## src/common/tcc_pkg.sv

```systemverilog
package tcc_pkg;
    localparam int ADDR_W = 8;
    localparam int CNT_W = 16;
    // Register offsets.
    localparam logic [7:0] OFS_CCR = 8'h00;
    localparam logic [7:0] OFS_CMR = 8'h04;
    localparam logic [7:0] OFS_CV = 8'h10;
    localparam logic [7:0] OFS_RA = 8'h14;
    localparam logic [7:0] OFS_RB = 8'h18;
    localparam logic [7:0] OFS_RC = 8'h1c;
    localparam logic [7:0] OFS_SR = 8'h20;
    localparam logic [7:0] OFS_IMR = 8'h24;
    localparam logic [7:0] OFS_BCR = 8'hc0;
    localparam logic [7:0] OFS_BMR = 8'hc4;
    // Channel control and block control bits.
    localparam int CCR_CLOCK_ENABLE_CMD = 0;
    localparam int CCR_CLOCK_DISABLE_CMD = 1;
    localparam int CCR_SOFT_TRIGGER_CMD = 2;
    localparam int BCR_SYNC = 0;
    // Channel mode fields.
    localparam int CMR_CLKSEL = 0;
    localparam int CMR_CLOCK_INVERT = 3;
    localparam int CMR_BURST = 4;
    localparam int CMR_LOAD_B_STOP = 6;
    localparam int CMR_LOAD_B_DISABLE = 7;
    localparam int CMR_TRGEDG = 8;
    localparam int CMR_ABETRG = 10;
    localparam int CMR_EEVT = 10;
    localparam int CMR_EXTERNAL_TRIGGER_ENABLE = 12;
    localparam int CMR_COMPARE_C_TRIGGER_EN = 14;
    localparam int CMR_WAVE = 15;
    localparam int CMR_LOAD_A_EDGE = 16;
    localparam int CMR_LOAD_B_EDGE = 18;
    localparam int CMR_W = 20;
    localparam logic [19:0] CMR_RESET = 20'h00000;
    // Status bits.
    localparam int SR_COUNTER_OVERFLOW_FLAG = 0;
    localparam int SR_LOAD_OVERRUN_FLAG = 1;
    localparam int SR_CPCS = 4;
    localparam int SR_LDRAS = 5;
    localparam int SR_LDRBS = 6;
    localparam int SR_ETRGS = 7;
    localparam int SR_CLOCK_RUNNING_FLAG = 16;
    localparam int EVT_W = 8;
    // Prescaler taps for divide by 2, 8, 32 and 128.
    localparam int PRE_W = 7;
    localparam int TAP_DIV2 = 0;
    localparam int TAP_DIV8 = 2;
    localparam int TAP_DIV32 = 4;
    localparam int TAP_DIV128 = 6;
    localparam int SYNC_W = 9;
    localparam logic [2:0] DMA_GAP = 3'h7;

    typedef enum logic [1:0] {
        EDGE_NONE = 2'b00,
        EDGE_RISE = 2'b01,
        EDGE_FALL = 2'b10,
        EDGE_BOTH = 2'b11
    } tcc_edge_e;

    typedef struct packed {
        logic [ADDR_W-1:0] addr;
        logic [31:0] wdata;
        logic wr;
        logic rd;
    } tcc_bus_s;
endpackage : tcc_pkg

```

## src/hw/tcc_top.sv

```systemverilog
// Local design decisions: strobed register access and the register addresses.
`timescale 1ns/1ps
// Behaviour
// - 16-bit counter steps on count clock edges
// - wrap from all-ones sets overflow flag
// - trigger zeroes counter at next count edge
// - block mode chains pins or line A
// - clock select: three external, five internal
// - invert bit flips the counting edge
// - burst gate passes edges while high
// - enable/disable commands; running flag shows enable
// - load-B or compare-C auto disable clock
// - disabled clock ignores start and stop
// - trigger starts; load-B or compare-C stops
// - mode bit selects capture or waveform
// - software trigger command triggers channel
// - block sync bit triggers like software
// - compare C match may trigger
// - external trigger source per mode
// - line A edges load capture registers
// - capture A and B load alternately
// - unread reload overwrites, sets overrun
// - DMA moves captures, eight clocks apart
module tcc_top (
    input wire logic CLOCK, // Peripheral clock.
    input wire logic SYS_RST, // Synchronous reset, high.
    input wire logic [7:0] ADDR, // Register byte address.
    input wire logic [31:0] WDATA, // Write data.
    input wire logic WR, // Write strobe.
    input wire logic RD, // Read strobe.
    output logic [31:0] RDATA, // Read data, cycle after RD.
    input wire logic [2:0] EXT_CLOCK_PINS, // External clock pins.
    input wire logic [2:0] CHAIN_LINE_A, // Line A of other channels.
    input wire logic SLOW_CLOCK, // Slow clock tap.
    input wire logic IO_LINE_A_IN, // Line A pin level.
    output logic IO_LINE_A_OUT, // Line A drive value.
    output logic IO_LINE_A_OE, // Line A drive enable.
    input wire logic IO_LINE_B_IN, // Line B pin level.
    output logic IO_LINE_B_OUT, // Line B drive value.
    output logic IO_LINE_B_OE, // Line B drive enable.
    output logic INT, // Channel interrupt, level.
    output logic DMA_VALID, // One-cycle capture transfer.
    output logic DMA_SEL_B, // Transfer holds register B.
    output logic [15:0] DMA_DATA // Captured value.
);
    function automatic logic edge_hit(input logic [1:0] sel, input logic rise,
                                      input logic fall);
        edge_hit = (sel[0] & rise) | (sel[1] & fall);
    endfunction : edge_hit

    ////////////////////////////////////////////////////////////////////////
    tcc_pkg::tcc_bus_s bus;
    assign bus = '{addr: ADDR, wdata: WDATA, wr: WR, rd: RD};

    logic [tcc_pkg::CMR_W-1:0] cmr;
    logic [2:0] bmr;
    logic [15:0] cv;
    logic [15:0] ra;
    logic [15:0] rb;
    logic [15:0] rc;
    logic [tcc_pkg::EVT_W-1:0] sr_evt;
    logic [tcc_pkg::EVT_W-1:0] imr;
    logic clk_en;
    logic running;
    logic trig_pend;
    logic a_pend;
    logic unread_a;
    logic unread_b;

    wire wr_ccr = bus.wr && bus.addr == tcc_pkg::OFS_CCR;
    wire wr_bcr = bus.wr && bus.addr == tcc_pkg::OFS_BCR;
    wire rd_sr = bus.rd && bus.addr == tcc_pkg::OFS_SR;
    wire rd_ra = bus.rd && bus.addr == tcc_pkg::OFS_RA;
    wire rd_rb = bus.rd && bus.addr == tcc_pkg::OFS_RB;
    wire cmd_en = wr_ccr && bus.wdata[tcc_pkg::CCR_CLOCK_ENABLE_CMD];
    wire cmd_dis = wr_ccr && bus.wdata[tcc_pkg::CCR_CLOCK_DISABLE_CMD];
    wire sw_trig = wr_ccr && bus.wdata[tcc_pkg::CCR_SOFT_TRIGGER_CMD];
    wire sync_trig = wr_bcr && bus.wdata[tcc_pkg::BCR_SYNC];

    wire wave = cmr[tcc_pkg::CMR_WAVE];
    wire [2:0] clk_sel = cmr[tcc_pkg::CMR_CLKSEL +: 3];
    wire [1:0] burst = cmr[tcc_pkg::CMR_BURST +: 2];
    wire [1:0] trg_edge = cmr[tcc_pkg::CMR_TRGEDG +: 2];
    wire [1:0] eevt = cmr[tcc_pkg::CMR_EEVT +: 2];
    wire [1:0] load_a_edge = cmr[tcc_pkg::CMR_LOAD_A_EDGE +: 2];
    wire [1:0] load_b_edge = cmr[tcc_pkg::CMR_LOAD_B_EDGE +: 2];
    wire ldb_stop = cmr[tcc_pkg::CMR_LOAD_B_STOP];
    wire ldb_dis = cmr[tcc_pkg::CMR_LOAD_B_DISABLE];

    ////////////////////////////////////////////////////////////////////////
    // Pins pass three flops; the filtered level only moves once the second
    // and third stages agree, which rejects a single-cycle glitch.
    logic [tcc_pkg::SYNC_W-1:0] s1;
    logic [tcc_pkg::SYNC_W-1:0] s2;
    logic [tcc_pkg::SYNC_W-1:0] s3;
    logic [tcc_pkg::SYNC_W-1:0] filt;
    logic [tcc_pkg::SYNC_W-1:0] filt_d;
    wire [tcc_pkg::SYNC_W-1:0] raw = {IO_LINE_B_IN, IO_LINE_A_IN, SLOW_CLOCK,
                                       CHAIN_LINE_A, EXT_CLOCK_PINS};
    wire [tcc_pkg::SYNC_W-1:0] rise = filt & ~filt_d;
    wire [tcc_pkg::SYNC_W-1:0] fall = ~filt & filt_d;

    always_ff @(posedge CLOCK) begin
        s1 <= raw;
        s2 <= s1;
        s3 <= s2;
        filt_d <= filt;
        if (SYS_RST) begin
            filt <= '0;
        end else begin
            filt <= (s2 == s3) ? s3 : filt;
        end
    end

    wire [2:0] pin_lv = filt[2:0];
    wire [2:0] chain_lv = filt[5:3];
    wire slow_lv = filt[6];
    wire la = filt[7];
    wire lb = filt[8];
    wire la_rise = rise[7];
    wire la_fall = fall[7];
    wire [2:0] xc = (bmr & chain_lv) | (~bmr & pin_lv);

    ////////////////////////////////////////////////////////////////////////
    // Count clock: the selected level is sampled here, so an external
    // clock must stay well below the peripheral clock to be seen.
    logic [tcc_pkg::PRE_W-1:0] pre;
    logic sel_lv;
    logic lv_d;
    logic [2:0] xc_d;
    always_comb begin
        unique case (clk_sel)
            3'h0: sel_lv = pre[tcc_pkg::TAP_DIV2];
            3'h1: sel_lv = pre[tcc_pkg::TAP_DIV8];
            3'h2: sel_lv = pre[tcc_pkg::TAP_DIV32];
            3'h3: sel_lv = pre[tcc_pkg::TAP_DIV128];
            3'h4: sel_lv = slow_lv;
            3'h5: sel_lv = xc[0];
            3'h6: sel_lv = xc[1];
            3'h7: sel_lv = xc[2];
        endcase
    end
    wire cnt_lv = sel_lv ^ cmr[tcc_pkg::CMR_CLOCK_INVERT];
    // Burst code zero leaves the gate open; codes one to three pick a selection.
    wire [3:0] gate_src = {xc, 1'b1};
    wire gate = gate_src[burst];
    wire cnt_edge = cnt_lv & ~lv_d & gate;
    wire step = cnt_edge && clk_en && running;
    wire [15:0] next_cv = trig_pend ? 16'h0000 : cv + 16'h0001;
    wire ovf = step && !trig_pend && cv == 16'hffff;
    wire cpc = step && wave && next_cv == rc;

    ////////////////////////////////////////////////////////////////////////
    // External trigger source follows the operating mode.
    wire [2:0] xc_fall = xc_d & ~xc;
    wire [2:0] xc_rs = xc & ~xc_d;
    logic ev_rise;
    logic ev_fall;
    always_comb begin
        if (!wave) begin
            ev_rise = cmr[tcc_pkg::CMR_ABETRG] ? rise[8] : la_rise;
            ev_fall = cmr[tcc_pkg::CMR_ABETRG] ? fall[8] : la_fall;
        end else if (eevt == 2'h0) begin
            ev_rise = rise[8];
            ev_fall = fall[8];
        end else begin
            ev_rise = xc_rs[eevt - 2'h1];
            ev_fall = xc_fall[eevt - 2'h1];
        end
    end
    wire ext_hit = edge_hit(trg_edge, ev_rise, ev_fall);
    wire ext_trig = ext_hit && (!wave || cmr[tcc_pkg::CMR_EXTERNAL_TRIGGER_ENABLE]);
    wire cpc_trig = cpc && cmr[tcc_pkg::CMR_COMPARE_C_TRIGGER_EN];
    wire trig = sw_trig || sync_trig || ext_trig || cpc_trig;

    ////////////////////////////////////////////////////////////////////////
    // Capture registers load alternately, A then B, on line A edges.
    wire ld_a = !wave && edge_hit(load_a_edge, la_rise, la_fall) && !a_pend;
    wire ld_b = !wave && edge_hit(load_b_edge, la_rise, la_fall) && a_pend
                && !ld_a;
    wire auto_dis = (ld_b && ldb_dis) || (cpc && cmr[tcc_pkg::CMR_LOAD_B_DISABLE]);
    wire auto_stop = (ld_b && ldb_stop) || (cpc && cmr[tcc_pkg::CMR_LOAD_B_STOP]);
    wire [tcc_pkg::EVT_W-1:0] evt_set = {ext_hit, ld_b, ld_a, cpc, 2'h0,
                                         (ld_a && unread_a) || (ld_b && unread_b),
                                         ovf};

    logic [2:0] gap;
    logic dma_pa;
    logic dma_pb;
    wire dma_go = gap == 3'h0 && (dma_pa || dma_pb);
    wire dma_a = dma_go && dma_pa;
    wire dma_b = dma_go && !dma_pa;

    always_ff @(posedge CLOCK) begin
        lv_d <= cnt_lv;
        xc_d <= xc;
        if (SYS_RST) begin
            pre <= '0;
            cmr <= tcc_pkg::CMR_RESET;
            bmr <= 3'h0;
            imr <= '0;
            rc <= 16'h0000;
            cv <= 16'h0000;
            ra <= 16'h0000;
            rb <= 16'h0000;
            sr_evt <= '0;
            clk_en <= 1'b0;
            running <= 1'b0;
            trig_pend <= 1'b0;
            a_pend <= 1'b0;
            unread_a <= 1'b0;
            unread_b <= 1'b0;
        end else begin
            pre <= pre + 7'h01;
            if (bus.wr && bus.addr == tcc_pkg::OFS_CMR) begin
                cmr <= bus.wdata[tcc_pkg::CMR_W-1:0];
            end
            if (bus.wr && bus.addr == tcc_pkg::OFS_BMR) begin
                bmr <= bus.wdata[2:0];
            end
            if (bus.wr && bus.addr == tcc_pkg::OFS_IMR) begin
                imr <= bus.wdata[tcc_pkg::EVT_W-1:0];
            end
            if (bus.wr && bus.addr == tcc_pkg::OFS_RC) begin
                rc <= bus.wdata[15:0];
            end
            // Disable wins over enable when both are written together.
            if (cmd_dis || auto_dis) begin
                clk_en <= 1'b0;
            end else if (cmd_en) begin
                clk_en <= 1'b1;
            end
            if (clk_en && trig) begin
                running <= 1'b1;
            end else if (clk_en && auto_stop) begin
                running <= 1'b0;
            end
            if (trig) begin
                trig_pend <= 1'b1;
            end else if (step) begin
                trig_pend <= 1'b0;
            end
            if (step) begin
                cv <= next_cv;
            end
            if (ld_a) begin
                ra <= cv;
            end
            if (ld_b) begin
                rb <= cv;
            end
            if (trig) begin
                a_pend <= 1'b0;
            end else if (ld_a || ld_b) begin
                a_pend <= ld_a;
            end
            unread_a <= ld_a || (unread_a && !rd_ra && !dma_a);
            unread_b <= ld_b || (unread_b && !rd_rb && !dma_b);
            // An event in the same cycle as the status read survives it.
            sr_evt <= evt_set | (rd_sr ? '0 : sr_evt);
        end
    end

    ////////////////////////////////////////////////////////////////////////
    // Read-out and DMA. The DMA only moves captures toward memory.
    logic [31:0] rd_mux;
    always_comb begin
        unique case (bus.addr)
            tcc_pkg::OFS_CMR: rd_mux = {12'h000, cmr};
            tcc_pkg::OFS_CV: rd_mux = {16'h0000, cv};
            tcc_pkg::OFS_RA: rd_mux = {16'h0000, ra};
            tcc_pkg::OFS_RB: rd_mux = {16'h0000, rb};
            tcc_pkg::OFS_RC: rd_mux = {16'h0000, rc};
            tcc_pkg::OFS_SR: rd_mux = {15'h0000, clk_en, 8'h00, sr_evt};
            tcc_pkg::OFS_IMR: rd_mux = {24'h000000, imr};
            tcc_pkg::OFS_BMR: rd_mux = {29'h00000000, bmr};
            default: rd_mux = 32'h00000000;
        endcase
    end

    always_ff @(posedge CLOCK) begin
        if (SYS_RST) begin
            RDATA <= 32'h00000000;
            INT <= 1'b0;
            gap <= 3'h0;
            dma_pa <= 1'b0;
            dma_pb <= 1'b0;
            DMA_VALID <= 1'b0;
            DMA_SEL_B <= 1'b0;
            DMA_DATA <= 16'h0000;
            IO_LINE_A_OE <= 1'b0;
            IO_LINE_B_OE <= 1'b0;
            IO_LINE_A_OUT <= 1'b0;
            IO_LINE_B_OUT <= 1'b0;
        end else begin
            RDATA <= bus.rd ? rd_mux : 32'h00000000;
            INT <= |(sr_evt & imr);
            dma_pa <= ld_a || (dma_pa && !dma_a);
            dma_pb <= ld_b || (dma_pb && !dma_b);
            gap <= dma_go ? tcc_pkg::DMA_GAP : gap - (gap != 3'h0 ? 3'h1 : 3'h0);
            DMA_VALID <= dma_go;
            DMA_SEL_B <= dma_b;
            DMA_DATA <= dma_a ? ra : (dma_b ? rb : DMA_DATA);
            // Waveform drive values are not generated here; lines idle low.
            IO_LINE_A_OE <= wave;
            IO_LINE_B_OE <= wave && eevt != 2'h0;
            IO_LINE_A_OUT <= 1'b0;
            IO_LINE_B_OUT <= 1'b0;
        end
    end

    ////////////////////////////////////////////////////////////////////////
    a_trig_zero: assert property (@(posedge CLOCK) disable iff (SYS_RST)
        step && trig_pend |=> cv == 16'h0000) else $error("trigger did not zero");
    a_ovf_flag: assert property (@(posedge CLOCK) disable iff (SYS_RST)
        step && !trig_pend && cv == 16'hffff |=> sr_evt[tcc_pkg::SR_COUNTER_OVERFLOW_FLAG] && cv == 0)
        else $error("overflow flag missing");
    a_enable_cmd: assert property (@(posedge CLOCK) disable iff (SYS_RST)
        cmd_en && !cmd_dis && !auto_dis |=> clk_en) else $error("enable lost");
    a_dis_hold: assert property (@(posedge CLOCK) disable iff (SYS_RST)
        !clk_en && !cmd_en |=> $stable(cv) && $stable(running)) else $error("disabled moved");
    a_ldb_stop: assert property (@(posedge CLOCK) disable iff (SYS_RST)
        clk_en && ld_b && ldb_stop && !trig |=> !running) else $error("no stop");
    a_sw_start: assert property (@(posedge CLOCK) disable iff (SYS_RST)
        (sw_trig || sync_trig) && clk_en |=> running && trig_pend) else $error("no start");
    a_load_alt: assert property (@(posedge CLOCK) disable iff (SYS_RST)
        ld_a && !trig |=> a_pend) else $error("A load not recorded");
    a_capture_val: assert property (@(posedge CLOCK) disable iff (SYS_RST)
        ld_a |=> ra == $past(cv)) else $error("capture value wrong");
    a_overrun: assert property (@(posedge CLOCK) disable iff (SYS_RST)
        ld_b && unread_b |=> sr_evt[tcc_pkg::SR_LOAD_OVERRUN_FLAG]) else $error("overrun missed");
    a_dma_gap: assert property (@(posedge CLOCK) disable iff (SYS_RST)
        DMA_VALID |=> !DMA_VALID [*7]) else $error("DMA spacing short");
    a_capture_b: assert property (@(posedge CLOCK) disable iff (SYS_RST)
        ld_b |=> rb == $past(cv)) else $error("capture B value wrong");
    a_overrun_a: assert property (@(posedge CLOCK) disable iff (SYS_RST)
        ld_a && unread_a |=> sr_evt[tcc_pkg::SR_LOAD_OVERRUN_FLAG]) else $error("overrun A missed");
    a_dma_data: assert property (@(posedge CLOCK) disable iff (SYS_RST)
        dma_a |=> DMA_VALID && !DMA_SEL_B && DMA_DATA == $past(ra))
        else $error("DMA A word wrong");
    a_int_level: assert property (@(posedge CLOCK) disable iff (SYS_RST)
        |(sr_evt & imr) |=> INT) else $error("interrupt missing");
endmodule : tcc_top

```

## config.mk

```make
export PLATFORM = sky130hd
export DESIGN_NAME = tcc_top
export DESIGN_NICKNAME = d
export VERILOG_FILES = /design/src/common/tcc_pkg.sv /design/src/hw/tcc_top.sv
export SDC_FILE = /design/constraint.sdc
export NUM_CORES = 1
export LEC_CHECK = 0
export BUFFER_PORTS_ARGS = -buffer_cell sky130_fd_sc_hd__buf_4
export CORE_MARGIN = 3
export CORE_UTILIZATION = 55
export CTS_BUF_LIST = sky130_fd_sc_hd__clkbuf_4
export DETAILED_ROUTE_END_ITERATION = 8
export PLACE_DENSITY_LB_ADDON = 0.05
export SYNTH_ARGS = -nofsm -noshare
export SYNTH_HDL_FRONTEND = slang
export SYNTH_SLANG_ARGS = --single-unit
```

## constraint.sdc

```tcl
create_clock -name CLOCK -period 4.6 [get_ports CLOCK]
set_input_delay 0.23 -clock CLOCK [delete_from_list [all_inputs] [get_ports CLOCK]]
set_output_delay 0.23 -clock CLOCK [all_outputs]
set_load 0.01 [all_outputs]
```

# Word-level counts from Yosys, hierarchy flattened
# Index checks and enable logic that the tools add are counted.
# classes
n_addsub	4
multipliers	0
div_mod_pow	0
n_lt_le_gt_ge	2
eq_ne	19
shift	0
muxes	24
bitwise	28
n_reduce_logical	80
# ops
operator	n
20-bit one-hot mux with 8 select lines	1
16-bit two-way mux	3
1-bit logical AND	44
8-bit by 5-bit equality test with 1-bit output (second input constant)	4
9-bit bitwise AND	2
9-bit NOT	2
16-bit by 1-bit adder with 16-bit output (second input constant)	1
16-bit equality test	1
16-bit equality test (second input constant)	1
8-bit by 6-bit equality test with 1-bit output (second input constant)	2
8-bit equality test (second input constant)	2
1-bit logical OR	14
1-bit two-way mux	14
3-bit bitwise AND	4
3-bit equality test (second input constant)	4
9-bit equality test	1
1-bit zero test	9
3-bit NOT	3
1-bit bitwise AND	8
8-bit bitwise AND	1
8-bit by 3-bit equality test with 1-bit output (second input constant)	1
8-bit zero test	1
8-bit two-way mux	1
8-bit bitwise OR	1
other kinds (19)	32
# totals
register_bits	223
latch_bits	0
ramBits	0
mem_bits_ro	0
in_bits	53
output_inout_bits	55
elab_cells	189
memories	0

# Depth between registers and ports, before layout
# logic_depth
depth_word	16
ltp_mapped	10
mapped_depth_nobuf	9

# Least setup slack after synthesis
# OpenSTA, ideal clock, no wires.
# synth_timing
path_kind	register to register
from	register bmr[1]
to	register running
setup_ns	0.069
arrival_ns	2.648
t_required_ns	4.531
path_slack_ns	1.883
path_stages_with_launch	10
path_buffers	0
synth_period_minus_slack_ns	2.717
cell_sequence	dfxtp_1 > mux2i_1 > inv_2 > mux4_2 > mux2i_1 > xnor2_2 > nand4_2 > or4b_1 > o32a_1 > o21ai_1
# synth_via
elab_cells_between_ends	38
cone_classes	12 x mux; 13 x bitwise; 13 x reduce/logical
# synth_lines
element	line	text
from (decl)	tcc_top.sv:56	logic [2:0] bmr;
from (signal assigned)	tcc_top.sv:219	bmr <= bus.wdata[2:0];
3-bit NOT	tcc_top.sv:122	wire [2:0] xc = (bmr & chain_lv) | (~bmr & pin_lv);
3-bit bitwise AND	tcc_top.sv:122	
3-bit bitwise OR *	tcc_top.sv:122	
named net xc[1]	tcc_top.sv:122	
1-bit one-hot mux with 8 select lines *	tcc_top.sv:132	unique case (clk_sel)
1-bit XOR *	tcc_top.sv:143	wire cnt_lv = sel_lv ^ cmr[tcc_pkg::CMR_CLOCK_INVERT];
named net cnt_lv	tcc_top.sv:143	
1-bit bitwise AND * (2 in a row)	tcc_top.sv:147	wire cnt_edge = cnt_lv & ~lv_d & gate;
1-bit logical AND * (2 in a row)	tcc_top.sv:148	wire step = cnt_edge && clk_en && running;
1-bit logical AND * (2 in a row)	tcc_top.sv:151	wire cpc = step && wave && next_cv == rc;
1-bit logical AND, on equally long branches	tcc_top.sv:173, tcc_top.sv:182	
1-bit logical OR, on equally long branches	tcc_top.sv:174, tcc_top.sv:182	
1-bit logical AND, on equally long branches	tcc_top.sv:233, tcc_top.sv:235	
1-bit two-way mux / 2-bit nonzero test (equally long branches)	n/a	
to (signal assigned)	tcc_top.sv:208	running <= 1'b0;
to (signal assigned)	tcc_top.sv:234	running <= 1'b1;
to (signal assigned)	tcc_top.sv:236	running <= 1'b0;
to (decl)	tcc_top.sv:64	logic running;
# The timed path passes the listed nets; every way through them passes the cells marked *. The select of a mux whose other input is x is not followed.
# A chain may end at the register's enable or synchronous reset.

# Final worst setup path
# layout_timing
from	register cv[0]
to	register trig_pend
# layout_via
elab_chain_len	7
elab_cells_between_ends	8
cone_classes	1 x add/sub; 1 x eq/ne; 2 x mux; 4 x reduce/logical
# layout_lines
element	line	text
from (decl)	tcc_top.sv:57	logic [15:0] cv;
from (signal assigned)	tcc_top.sv:244	cv <= next_cv;
16-bit by 1-bit adder with 16-bit output *	tcc_top.sv:149	wire [15:0] next_cv = trig_pend ? 16'h0000 : cv + 16'h0001;
16-bit two-way mux *	tcc_top.sv:149	
16-bit equality test *	tcc_top.sv:151	
1-bit logical AND *	tcc_top.sv:151	
1-bit logical AND *	tcc_top.sv:173	wire cpc_trig = cpc && cmr[tcc_pkg::CMR_COMPARE_C_TRIGGER_EN];
1-bit logical OR *	tcc_top.sv:174	wire trig = sw_trig || sync_trig || ext_trig || cpc_trig;
1-bit two-way mux / 2-bit nonzero test (equally long branches)	n/a	
to (signal assigned)	tcc_top.sv:209	trig_pend <= 1'b0;
to (signal assigned)	tcc_top.sv:239	trig_pend <= 1'b1;
to (signal assigned)	tcc_top.sv:241	trig_pend <= 1'b0;
to (decl)	tcc_top.sv:65	logic trig_pend;
# Mark *: on every way between the ends. The rest lies on a longest branch, timed or not.

==> summary.md <==
| Metric | Value |
|---|---|
| Status | finished, final reports clean |
| HP Class | in2reg |
| Pwr Density | 349 mW/mm² |
| CP top delay family | simple AND/OR/NAND/NOR gates |
| Clk_lat worst skew | 700 ps |
| Root Buffer | clkbuf_4 |
| Worst setup SP type | flip-flop |
| Combinational family with the most area after synthesis | simple AND/OR/NAND/NOR gates |
| FMAX | 320 MHz |
| Wire per inst | 17.8 µm |
| Syn-to-layout area delta | 18.2% |
| Syn Area/Cell | 8.43 µm² |
| Detailed-route via count | 7883 |
| Slew headroom | 0.283 |
| Vias per cell | 5.72 |
| Most frequent cells after synthesis | dfxtp_1 (202), nand2_1 (165), a21oi_1 (116), nor2_1 (93), clkbuf_1 (54) |
| Adder-cell share of the synthesized area | 0.00725 |
| Async SR Flop Fraction | 0 |
| Final WL | 24500 µm |
| Max Cap Viol | 0 |
| CTS buffer count | 52 |
| CP arrival | 3730 ps |
| Worst path bufs/invs | 0 |
| Clock skew | 45.7 ps |
| # Post-CTS Setup Buffers | 0 |
| CTS tree | done |
| Final GP Congestion | 0.921 |
| Setup violation total in the final timing report | 0 |
| Layout cells sized above 1 | 0.161 |
| Synth Cell Area | 0.00863 mm² |
| Final worst path period need | 3120 ps |
| Post-route ant nets | 0 |
| Clock buffer depth | 3 |
| Die Y | 131 µm |
| Final core occ | 0.668 |
| GRT overflow | 0 |
| Critical path class | reg2reg |
| DP Wirelength | 16200 µm |
| Final worst path period share | 0.679 |
| First-pass GRT wire length | 38800 µm |
| IO Port Bufs | 81 |
| Largest net degree at the start of global routing | 97 |
| Share of the synthesized area in the top cell type | 0.469 |
| Setup TNS | 0 ps |
| Simple-gate share of the synthesized area | 0.211 |
| EDFF count, synth | 0 |
| Chip width | 131 µm |
| CP Capture Type | flip-flop |
| Yosys reg bits | 202 |
| TritonCTS sink count | 202 |
| Row count | 45 |
| Initial antenna violation count | 1 |
| Compound-Gate Fraction of Synth Area | 0.179 |
| CP Cell Sequence | ha_1, nand3_1, nor2_1, nand2_1, xor2_1, o21ai_0, or4b_1, nor2_1, a31o_1 |
| RSZ-0062 raised after global routing | no |
| Register area share after synthesis | 0.469 |
| Final Hold Fails | 0 |
| Number of global-route vias before repair | 7334 |
| Remaining DRCs | 0 |
| Initial drt markers | 746 |
| Leak pwr | 0.00370 µW |
| Req. time, crit path | 5210 ps |
| Max IR drop VDD | 277 µV |
| Core box area | 0.0153 mm² |
| Max FO, Critical Path | 11 |
| Ys Warns | 0 |
| Nets@finish | 1188 |
| Mux share of post-synthesis cell area | 0.0424 |
| CP dominant cell by count | nor2_1 |
| Synth area leader | dfxtp_1 |
| Largest stage delay, worst path | 580 ps |
| I/O Pins | 108 |
| Initial core utilization | 0.565 |
| H-tree depth | 2 |
| Top cells by area, synth | dfxtp_1 (47%), nand2_1 (7.2%), a21oi_1 (6.7%) |
| Worst slew pin tran | 1070 ps |
| Die footprint | 0.0172 mm² |
| All-Layer GR Usage | 0.276 |
| Worst-path clk slew | 70 ps |
| Synth Instances | 1023 |
| Library cells used by synthesis | 62 |
| CP max-delay cell | dfxtp_1 |
| Dominant synthesized flop cell | dfxtp_1 |
| PostCTS Resize Cnt | 0 |
| Top-count cell post-synth | dfxtp_1 |
| Max Slew Vio Count | 0 |
| Detailed Routing Iterations Pass 1 | 5 |
| XOR/XNOR share of the synthesized area | 0.0329 |
## area by class of cell
type / instances / area, µm²
Clock inverter: 16 / 76.3
Multi-Input combinational cell: 720 / 4140
Antenna cell: 1 / 2.50
Clock buffer: 73 / 548
Inverter: 30 / 113
Sequential cell: 202 / 4040
Tap cell: 211 / 264
Timing Repair Buffer: 124 / 1010
Fill cell: 1360 / 5060
## worst reg2reg max path, delay by kind of cell, from the launching register on
| kind | cells | cell delay [ps] |
|---|---|---|
| AOI/OAI and AO/OA | 2 | 330 |
| xor gates and xnor gates | 1 | 180 |
| DFF | 1 | 580 |
| and+or+nand+nor | 5 | 1660 |
| adders and majority gates | 1 | 300 |
## path summary, 6_finish.rpt
check              end    start  slack (ps)  cells after the start
max          trig_pend    cv[0]        1480                      9
min             rb[15]  SYS_RST          60                      2
max reg2reg  trig_pend    cv[0]        1480                      9
min reg2reg      s2[0]    s1[0]         320                      0
## through the flow
step / power, µW / worst slack (ps) / hold WS, ps / cell area (µm²) / instances
4_1_cts: 3580 / 1480 / 23.7 / 10200 / 1376
5_1_grt: 3700 / 1140 / 64.3 / 10200 / 1377
3_3_place_gp: 2090 / 1580 / 310 / 9250 / 1255
2_1_floorplan: 2040 / 1880 / 258 / 8670 / 1036
6_report: 3560 / 1480 / 59.0 / 10200 / 1377
3_5_place_dp: 2100 / 1540 / 312 / 9250 / 1255
## kinds of logic after synthesis
| group | count (synthesis) |
|---|---|
| adders and majority gates | 5 |
| muxes | 34 |
| DFF | 202 |
| and+or+nand+nor | 388 |
| AOI/OAI and AO/OA | 249 |
| xor gates and xnor gates | 30 |
| buffers and inverters | 114 |
| other | 1 |
## layer usage
metal / vias up / GRT usage / wire (µm)
met4: 0 / 0.0893 / 537
met2: 377 / 0.448 / 11200
met5: - / 0 / 0
li1: 3799 / - / -
met3: 51 / 0.0613 / 2270
met1: 3656 / 0.370 / 10500
## cells in the final DEF (no fill, tap or decap), types with 4 or more instances in the layout
master / instances
nand2b_1: 4
a222oi_1: 14
dfxtp_1: 202
or3_1: 4
ha_1: 5
a22oi_1: 39
inv_1: 26
nor2_1: 92
a21oi_1: 116
o22ai_1: 16
clkbuf_4: 73
o21ai_1: 9
dlygate4sd3_1: 32
nand3_1: 29
xnor2_1: 15
nor2b_1: 15
conb_1: 14
nor3_1: 15
a31oi_1: 9
nor3b_1: 20
and3_1: 7
clkinv_1: 12
buf_4: 92
mux2i_1: 32
xor2_1: 13
nor4_1: 8
o21ai_0: 17
nand2_1: 165
and2_1: 8
## where the power goes
part / internal, µW / total, µW / switching, µW
Combinational: 111 / 252 / 141
Clock: 734 / 1470 / 737
Sequential: 1790 / 1840 / 47.9
## what timing repair did
action	in CTS	in global routing
hold endpoints to repair	59	0
hold buffers	32	0
endpoints found under the setup margin	0	0
## flip-flops by register name, indices dropped and copies added, names as in the netlist, 16 cells and up
register  cells
ra           16
rb           16
cv           16
cmr          20
DMA_DATA     16
RDATA        20
rc           16
Note: power is estimated with default switching activity, not from simulation.
